## config.mk

```make
export PLATFORM = sky130hd
export DESIGN_NAME = ebsc_bus_ctrl
export DESIGN_NICKNAME = d
export VERILOG_FILES = /design/src/inc/ebsc_pkg.sv /design/src/core/ebsc_sync2.sv /design/src/core/ebsc_bus_ctrl.sv
export SDC_FILE = /design/constraint.sdc
export NUM_CORES = 1
export LEC_CHECK = 0
export CAP_MARGIN = 20
export CORE_MARGIN = 2
export CORE_UTILIZATION = 50
export DETAILED_ROUTE_END_ITERATION = 16
export DONT_BUFFER_PORTS = 1
export SKIP_LAST_GASP = 1
export SYNTH_ARGS = -nofsm -noshare
export SYNTH_HDL_FRONTEND = slang
export SYNTH_SLANG_ARGS = --single-unit
```

## constraint.sdc

```tcl
create_clock -name clk -period 16.5 [get_ports clk]
set_input_delay 1.65 -clock clk [delete_from_list [all_inputs] [get_ports clk]]
set_output_delay 1.65 -clock clk [all_outputs]
set_load 0.005 [all_outputs]
```

## src/inc/ebsc_pkg.sv

```systemverilog
// constants and types of the external bus strobe control block
// Notes on behaviour
// software picks per-byte write strobes or common strobe plus lane selects
// read strobe low during a read; far side drives data then
// per-byte mode, 32-bit bus: byte strobe k low writes byte 4n+k
// per-byte mode, 16-bit bus: strobe 0 even address, strobe 1 odd
// common mode: write while common strobe low; lane k selects 4n+k
// common mode, 16-bit bus: lane 0 even address, lane 1 odd
// multiplexed bus: lane 0/2 selects share pins with data bits 0/1
// multiplexed bus: address latch strobe marks the address phase
// stay released while the release request input is held low
// release acknowledge low for the whole released state
// low wait input stretches the current bus cycle
// multiplexed bus: low address bits first, then low data bits
// four active-low region selects, one asserted per access
package ebsc_pkg;
  localparam int unsigned CLK_PERIOD_PS  = 5000;
  localparam int unsigned STRB_MIN_NS    = 15;
  localparam int unsigned STRB_MIN_CYC   = (STRB_MIN_NS * 1000 + CLK_PERIOD_PS - 1) / CLK_PERIOD_PS;
  localparam logic [3:0]  STRB_LAST      = 4'(STRB_MIN_CYC - 1);
  localparam int unsigned ADDR_W         = 24;
  localparam int unsigned DATA_W         = 32;
  localparam int unsigned LANES          = 4;
  localparam int unsigned REGION_LSB     = 22;
  localparam int unsigned MUX_ADDR_W     = 8;
  localparam int unsigned SYNC_W         = 36;
  localparam logic [3:0]  LANES_NONE     = 4'h0;
  localparam logic [3:0]  LANES_LOW_MASK = 4'h3;
  localparam logic [3:0]  CNT_RESET      = 4'h0;

  typedef enum logic [4:0]
  {
    ST_IDLE = 5'h01,
    ST_ALE  = 5'h02,
    ST_STRB = 5'h04,
    ST_END  = 5'h08,
    ST_HOLD = 5'h10
  } ebsc_state_e;

  typedef struct packed
  {
    ebsc_state_e        st;
    logic [ADDR_W-1:0]  addr;
    logic [DATA_W-1:0]  wdata;
    logic [DATA_W-1:0]  rdata;
    logic [LANES-1:0]   lanes;
    logic               write;
    logic               per_byte;
    logic               wide;
    logic               mux;
    logic [3:0]         cnt;
    logic               resp;
  } ebsc_regs_s;
endpackage

```

## src/core/ebsc_sync2.sv

```systemverilog
// two-flop synchroniser for pin inputs
`timescale 1ns/1ps
`default_nettype none
module ebsc_sync2
#(
  parameter int unsigned WIDTH = 1
)
(
  input  wire logic             clk,
  input  wire logic             rst_n,
  input  wire logic [WIDTH-1:0] d,
  output var  logic [WIDTH-1:0] q
);
  logic [WIDTH-1:0] meta_r;

  // pins idle high, so reset to all ones avoids a false hold or wait
  always_ff @(posedge clk or negedge rst_n)
  begin
    if (!rst_n)
    begin
      meta_r <= '1;
      q      <= '1;
    end
    else
    begin
      meta_r <= d;
      q      <= meta_r;
    end
  end
endmodule
`default_nettype wire

```

## src/core/ebsc_bus_ctrl.sv

```systemverilog
// external bus strobe control: chip selects, strobes, latch, release, wait
`timescale 1ns/1ps
`default_nettype none
module ebsc_bus_ctrl
  import ebsc_pkg::*;
(
  input  wire logic              clk,
  input  wire logic              rst_b,
  input  wire logic              per_byte_mode,
  input  wire logic              bus_wide32,
  input  wire logic              mux_mode,
  input  wire logic              req_valid,
  output logic                   req_ready,
  input  wire logic              req_write,
  input  wire logic [ADDR_W-1:0] req_addr,
  input  wire logic [LANES-1:0]  req_lanes,
  input  wire logic [DATA_W-1:0] req_wdata,
  output logic                   resp_valid,
  output logic [DATA_W-1:0]      resp_rdata,
  output logic [3:0]             region_select_outputs_n,
  output logic                   read_strobe_n,
  output logic                   byte0_write_strobe_n,
  output logic                   byte1_write_strobe_n,
  output logic                   byte2_write_strobe_n,
  output logic                   byte3_write_strobe_n,
  output logic                   common_write_strobe_n,
  output logic                   lane0_select_n,
  output logic                   lane1_select_n,
  output logic                   lane2_select_n,
  output logic                   lane3_select_n,
  output logic                   addr_latch_en,
  output logic                   ctrl_oe,
  output logic [ADDR_W-1:0]      addr_out,
  output logic [DATA_W-1:0]      data_out,
  output logic                   data_oe,
  input  wire logic [DATA_W-1:0] data_in,
  output logic [1:0]             lane_data_out,
  output logic                   lane_data_oe,
  input  wire logic [1:0]        lane_data_in,
  input  wire logic              bus_release_req_n,
  output logic                   bus_release_ack_n,
  input  wire logic              wait_n
);
  // ==========================================================
  // reset release and pin synchronisers
  logic              rst_meta_r;
  logic              rst_n;
  logic [SYNC_W-1:0] sync_q;
  logic [DATA_W-1:0] din_s;
  logic [1:0]        lane_din_s;
  logic              hold_req_s;
  logic              wait_s;

  always_ff @(posedge clk or negedge rst_b)
  begin
    if (!rst_b)
    begin
      rst_meta_r <= 1'b0;
      rst_n      <= 1'b0;
    end
    else
    begin
      rst_meta_r <= 1'b1;
      rst_n      <= rst_meta_r;
    end
  end

  ebsc_sync2 #(.WIDTH(SYNC_W)) u_sync
  (
    .clk   (clk),
    .rst_n (rst_n),
    .d     ({lane_data_in, data_in, wait_n, bus_release_req_n}),
    .q     (sync_q)
  );

  assign lane_din_s = sync_q[SYNC_W-1 -: 2];
  assign din_s      = sync_q[DATA_W+1:2];
  assign wait_s     = sync_q[1];
  assign hold_req_s = sync_q[0];

  // ==========================================================
  // sequencer
  ebsc_regs_s r;
  ebsc_regs_s r_nxt;

  always_comb
  begin
    r_nxt      = r;
    r_nxt.resp = 1'b0;
    case (r.st)
      ST_IDLE:
      begin
        // release wins over a pending request so the far master is not starved
        if (!hold_req_s)
          r_nxt.st = ST_HOLD;
        else if (req_valid)
        begin
          r_nxt.addr     = req_addr;
          r_nxt.wdata    = req_wdata;
          r_nxt.write    = req_write;
          r_nxt.per_byte = per_byte_mode;
          r_nxt.wide     = bus_wide32;
          r_nxt.mux      = mux_mode;
          // 16-bit bus only has lanes 0 and 1
          r_nxt.lanes    = bus_wide32 ? req_lanes : (req_lanes & LANES_LOW_MASK);
          r_nxt.cnt      = CNT_RESET;
          r_nxt.st       = mux_mode ? ST_ALE : ST_STRB;
        end
      end
      ST_ALE:
        r_nxt.st = ST_STRB;
      ST_STRB:
      begin
        if (r.cnt != STRB_LAST)
          r_nxt.cnt = r.cnt + 4'h1;
        else if (wait_s)
          r_nxt.st = ST_END;
      end
      ST_END:
      begin
        // synced data lags the pins by two cycles: this is strobe-time data
        if (!r.write)
        begin
          r_nxt.rdata = din_s;
          if (r.mux)
            r_nxt.rdata[1:0] = lane_din_s;
        end
        r_nxt.resp = 1'b1;
        r_nxt.st   = ST_IDLE;
      end
      ST_HOLD:
      begin
        if (hold_req_s)
          r_nxt.st = ST_IDLE;
      end
      default:
        r_nxt.st = ST_IDLE;
    endcase
  end

  always_ff @(posedge clk or negedge rst_n)
  begin
    if (!rst_n)
    begin
      r <= '{st: ST_IDLE, lanes: LANES_NONE, cnt: CNT_RESET, default: '0};
    end
    else
    begin
      r <= r_nxt;
    end
  end

  // ==========================================================
  // pin drive
  logic            active;
  logic            strobing;
  logic [3:0]      byte_n;
  logic [3:0]      sel_n;

  assign active   = (r.st == ST_ALE) || (r.st == ST_STRB) || (r.st == ST_END);
  assign strobing = (r.st == ST_STRB);

  assign req_ready  = (r.st == ST_IDLE) && hold_req_s;
  assign resp_valid = r.resp;
  assign resp_rdata = r.rdata;

  // released bus: every control and data driver lets go
  assign ctrl_oe           = (r.st != ST_HOLD);
  assign bus_release_ack_n = (r.st != ST_HOLD);

  always_comb
  begin
    region_select_outputs_n = 4'hF;
    if (active)
      region_select_outputs_n[r.addr[ADDR_W-1:REGION_LSB]] = 1'b0;
  end

  assign read_strobe_n = !(strobing && !r.write);

  assign byte_n = (strobing && r.write && r.per_byte) ? ~r.lanes : 4'hF;
  assign byte0_write_strobe_n = byte_n[0];
  assign byte1_write_strobe_n = byte_n[1];
  assign byte2_write_strobe_n = byte_n[2];
  assign byte3_write_strobe_n = byte_n[3];

  assign common_write_strobe_n = !(strobing && r.write && !r.per_byte);
  assign sel_n = (active && !r.per_byte) ? ~r.lanes : 4'hF;
  // on the multiplexed bus lanes 0 and 2 leave on the shared pins
  assign lane0_select_n = r.mux ? 1'b1 : sel_n[0];
  assign lane1_select_n = sel_n[1];
  assign lane2_select_n = r.mux ? 1'b1 : sel_n[2];
  assign lane3_select_n = sel_n[3];

  assign addr_latch_en = (r.st == ST_ALE) && r.mux;

  always_comb
  begin
    addr_out      = r.addr;
    data_out      = r.wdata;
    data_oe       = active && r.write;
    lane_data_out = r.wdata[1:0];
    lane_data_oe  = active && r.mux && r.write;
    if (r.st == ST_ALE)
    begin
      data_out[MUX_ADDR_W-1:0] = r.addr[MUX_ADDR_W-1:0];
      data_oe                  = 1'b1;
      lane_data_out            = {sel_n[2], sel_n[0]};
      lane_data_oe             = !r.per_byte;
    end
  end

  // ==========================================================
  // checks
  property p_read_low;
    @(posedge clk) disable iff (!rst_n)
    (r.st == ST_IDLE && hold_req_s && req_valid && !req_write && !mux_mode)
      |=> !read_strobe_n [*3];
  endproperty
  a_read_low: assert property (p_read_low) else $error("read strobe not low");

  property p_per_byte32;
    @(posedge clk) disable iff (!rst_n)
    (strobing && r.write && r.per_byte && r.wide)
      |-> {byte3_write_strobe_n, byte2_write_strobe_n, byte1_write_strobe_n,
           byte0_write_strobe_n} == ~r.lanes && common_write_strobe_n;
  endproperty
  a_per_byte32: assert property (p_per_byte32) else $error("byte strobe mismatch");

  property p_per_byte16;
    @(posedge clk) disable iff (!rst_n)
    (r.per_byte && !r.wide) |-> byte2_write_strobe_n && byte3_write_strobe_n;
  endproperty
  a_per_byte16: assert property (p_per_byte16) else $error("upper strobe on narrow bus");

  property p_common;
    @(posedge clk) disable iff (!rst_n)
    (strobing && r.write && !r.per_byte && !r.mux)
      |-> !common_write_strobe_n && byte_n == 4'hF
          && {lane3_select_n, lane2_select_n, lane1_select_n, lane0_select_n} == ~r.lanes;
  endproperty
  a_common: assert property (p_common) else $error("common strobe mismatch");

  property p_common16;
    @(posedge clk) disable iff (!rst_n)
    (!r.per_byte && !r.wide) |-> lane2_select_n && lane3_select_n;
  endproperty
  a_common16: assert property (p_common16) else $error("upper lane on narrow bus");

  property p_mux_share;
    @(posedge clk) disable iff (!rst_n)
    (addr_latch_en && !r.per_byte && r.write)
      |-> lane_data_out == {~r.lanes[2], ~r.lanes[0]}
          ##1 lane_data_out == r.wdata[1:0] && lane_data_oe;
  endproperty
  a_mux_share: assert property (p_mux_share) else $error("shared pin phase wrong");

  property p_ale;
    @(posedge clk) disable iff (!rst_n)
    $rose(addr_latch_en) |-> data_out[7:0] == r.addr[7:0] ##1 !addr_latch_en && strobing;
  endproperty
  a_ale: assert property (p_ale) else $error("latch strobe sequence wrong");

  property p_hold;
    @(posedge clk) disable iff (!rst_n)
    (r.st == ST_IDLE && !hold_req_s) |=> !bus_release_ack_n && !data_oe && !ctrl_oe;
  endproperty
  a_hold: assert property (p_hold) else $error("release not acknowledged");

  property p_hold_stay;
    @(posedge clk) disable iff (!rst_n)
    (!bus_release_ack_n && !hold_req_s) |=> !bus_release_ack_n;
  endproperty
  a_hold_stay: assert property (p_hold_stay) else $error("left release early");

  property p_wait;
    @(posedge clk) disable iff (!rst_n)
    (strobing && !wait_s) |=> strobing;
  endproperty
  a_wait: assert property (p_wait) else $error("wait ignored");

  property p_region;
    @(posedge clk) disable iff (!rst_n)
    active |-> $countones(~region_select_outputs_n) == 1
               && !region_select_outputs_n[r.addr[23:22]];
  endproperty
  a_region: assert property (p_region) else $error("region select wrong");

  c_read:  cover property (@(posedge clk) disable iff (!rst_n) resp_valid && !r.write);
  c_write: cover property (@(posedge clk) disable iff (!rst_n) resp_valid && r.write && r.mux);
  c_hold:  cover property (@(posedge clk) disable iff (!rst_n) !bus_release_ack_n);
  c_wait:  cover property (@(posedge clk) disable iff (!rst_n) strobing && !wait_s ##1 strobing);
endmodule
`default_nettype wire

```

==> impl_metrics.yaml <==
floorplan:
  num_io_pins: 214
  rows: 43
  die_area_sq_um: 15220
  initial_core_util_pct: 51.33
  die_w_um: 123.4
  dieHeight_um: 123.4
  fp.coreArea_sq_um: 13880
power_and_ir_drop:
  vdd_drop_max_v: 0.00008290
  p_leak_nw: 3.445
  p_per_area_nw_per_um2: 161.4
clock_network:
  clock_path_buffers: 2
  htree_levels: 4
  cts_resized: 0
  path_clk_slew_ns: 0.07
  insertion_delay_ns: 0.42
  postCtsSetupBuffers: 0
  cts_root_buf: "clkbuf_16"
  clock_sinks: 179
  hold_buffers: 0
  cts_tree: "yes"
  cts_buffers: 17
sta:
  fmax_mhz: 269.9
  finalCriticalPeriod_ns: 3.706
  drv_slew: 0
  setup_viol: 0
  worstMarginPinSlew_ns: 0.9275
  fin_tns_setup_ns: 0
  rsz0062_at_grt: "no"
  fin_skew_ns: 0.01080
  post-route-period-util_pct: 22.46
  slew_headroom_pct: 38.17
  finalHoldViolCount: 0
layout:
  final.fill_count: 1205
  syn_to_final_growth_pct: 0.7376
  insertedDiodeCount: 0
  fin_util_pct: 51.70
  drive_gt1_share_pct: 26.89
  fin_nets: 635
logic_synthesis:
  syn_inst: 613
  syn_area_per_cell_sq_um: 11.62
  synth_area_leaders: "dfrtp_1 37%, dfstp_2 27%, nand2_1 12%, buf_4 9.4%, mux2_4 5.5%"
  synthesis.nets: 718
  yosysTopAreaCell: "dfrtp_1"
  ys_seq_area_share_pct: 64.16
  ys_seq_elements: 179
  syn_area_sq_um: 7124
  yosys_warnings: 0
  synth_top_area_share_pct: 37.23
  synth_cell_types: 46
flow_run:
  cap_violations: 0
global_routing:
  grt_use_total_pct: 17.02
  grt_overflow: 0
  antenna_found_initial: 0
  grt_pass1_wl_um: 19370
  grt_max_degree: 81
  grt_pass1_vias: 3619
worst_hold_path:
  hold_class: "reg2async"
drt:
  ant_nets: 0
  num_vias: 3711
  drc: 0
  wl_per_cell_um: 17.69
  drt-total-wl_um: 12790
  vias_per_cell: 5.133
  drt_iter0_drc: 226
  firstDrtPassIters: 5
critical_path:
  ff2ff_path_depth: 5
  r2r_start: "r[101]"
  r2r_end: "r[4]"
  path_buf_inv: 0
  worstSetupStartpointType: "register"
  crit_family: "compound AO/OA/AOI/OAI gates"
  cp_max_fo: 9
  crit_chain: "xor2_1 > o211ai_1 > nor2_1 > a31oi_1"
  arrival_ns: 2.06
  worstSetupEndpointType: "output pin"
  slowest_stage: "o211ai_1"
  crit_type: "reg2out"
  worst-endpoint-required_ns: 14.85
  rrSetupSlack_ns: 14.32
  cpPeakStageDelay_ns: 0.51
place:
  dp_hpwl_um: 8714
  gp_congestion: 0.8302
  port_buffers: 0
status:
  outcome: "finished, final reports clean"
-- cell usage in the layout (no fill, tap or decap), drive strengths merged, types with 3 or more instances in the layout --
cell type | netlist | layout
inv | 2 | 7
nor3 | 4 | 4
dfstp | 73 | 73
mux2i | 4 | 4
nor2 | 14 | 14
clkinv | 0 | 6
a21oi | 3 | 3
buf | 106 | 5
mux2 | 30 | 30
clkbuf | 1 | 19
nand2 | 219 | 219
nand3 | 7 | 7
dfrtp | 106 | 106
nand4 | 6 | 6
o21ai | 3 | 3
nand2b | 3 | 3
-- Yosys cell counts (all sizes together) --
library cell  number
nor3               4
dfrtp            106
a22o               1
and4b              1
xor2               2
nand2            219
a31oi              2
and3b              2
inv                2
and2               2
clkbuf             1
a221oi             1
mux2i              4
nand2b             3
o21a               1
a211o              1
nor4b              1
a21o               1
nor2              14
nand3              7
nand4              6
and3               2
nor2b              2
o2bb2ai            1
o21ai              3
conb               1
nand3b             2
dfstp             73
and4               2
o211ai             1
a21oi              3
or3                1
ha                 2
xnor2              1
nor4               1
buf              106
mux2              30
and4bb             1
-- final cells by class --
type	count	area [sq um]	share of cell area, %
Clock buffer	19	442.9	6.172
Clock inverter	13	102.6	1.430
Inverter	2	7.507	0.1046
Multi-Input combinational cell	325	1774	24.72
Sequential cell	179	4574	63.74
Tap cell	180	225.2	3.138
Timing Repair Buffer	5	50.05	0.6974
-- registers in the layout, summed over array words and instances (netlist names) --
| name | cells |
|---|---|
| addr_out | 24 |
| data_out | 24 |
| r | 24 |
| resp_rdata | 32 |
| resp_valid | 1 |
| rst_meta_r | 1 |
| rst_n | 1 |
| u_sync.meta_r | 36 |
| u_sync.q | 36 |
-- layer usage --
layer	share of wire, %	global-route usage (%)	up-vias
li1	-	-	1692
met1	42	21.54	1867
met2	48	25.76	144
met3	8.8	7.795	8
met4	0.99	6.108	0
met5	0	0	-
-- how the worst max path moves through the flow --
stage / from / endpoint / cells after the start
global route: r[103] / lane_data_out[0] / 4
CTS: r[103] / lane_data_out[1] / 4
detailed placement: r[103] / lane_data_out[1] / 4
floorplan: rst_n / addr_out[0] / 0
global placement: r[103] / lane_data_out[0] / 4
finish: r[103] / lane_data_out[0] / 4
-- cell families (layout without fill, tap and decap cells) --
logic type | Yosys count | count (layout) | synth area share (%)
and+or+nand+nor | 270 | 270 | 16.03
DFF | 179 | 179 | 64.16
muxes | 34 | 34 | 6.674
xor gates and xnor gates | 3 | 3 | 0.3689
other | 1 | 1 | 0.05264
adders and majority gates | 2 | 2 | 0.3512
AOI/OAI and AO/OA | 15 | 15 | 1.405
buffers and inverters | 109 | 39 | 10.96
-- metrics by stage --
stage	instance area (sq um)	worst slack, ns	hold WS (ns)	instances	power (mW)
2_1_floorplan	7124	11.27	0.3312	613	0.8235
3_3_place_gp	6611	13.28	0.2780	690	0.7851
3_5_place_dp	6611	13.22	0.2936	690	0.7995
4_1_cts	7157	12.75	0.2925	722	1.173
5_1_grt	7177	12.60	0.3176	723	1.233
6_report	7177	12.79	0.2769	723	1.158
-- where the power goes --
part           switching [mW]  leakage [nW]  total (mW)  internal (mW)
sequential             0.0913          2.15       0.630          0.538
clock                   0.169         0.266       0.369          0.199
combinational          0.0981          1.03       0.160         0.0620
total                   0.359          3.45        1.16          0.800
No activity file was read; power rests on OpenSTA's default activity.
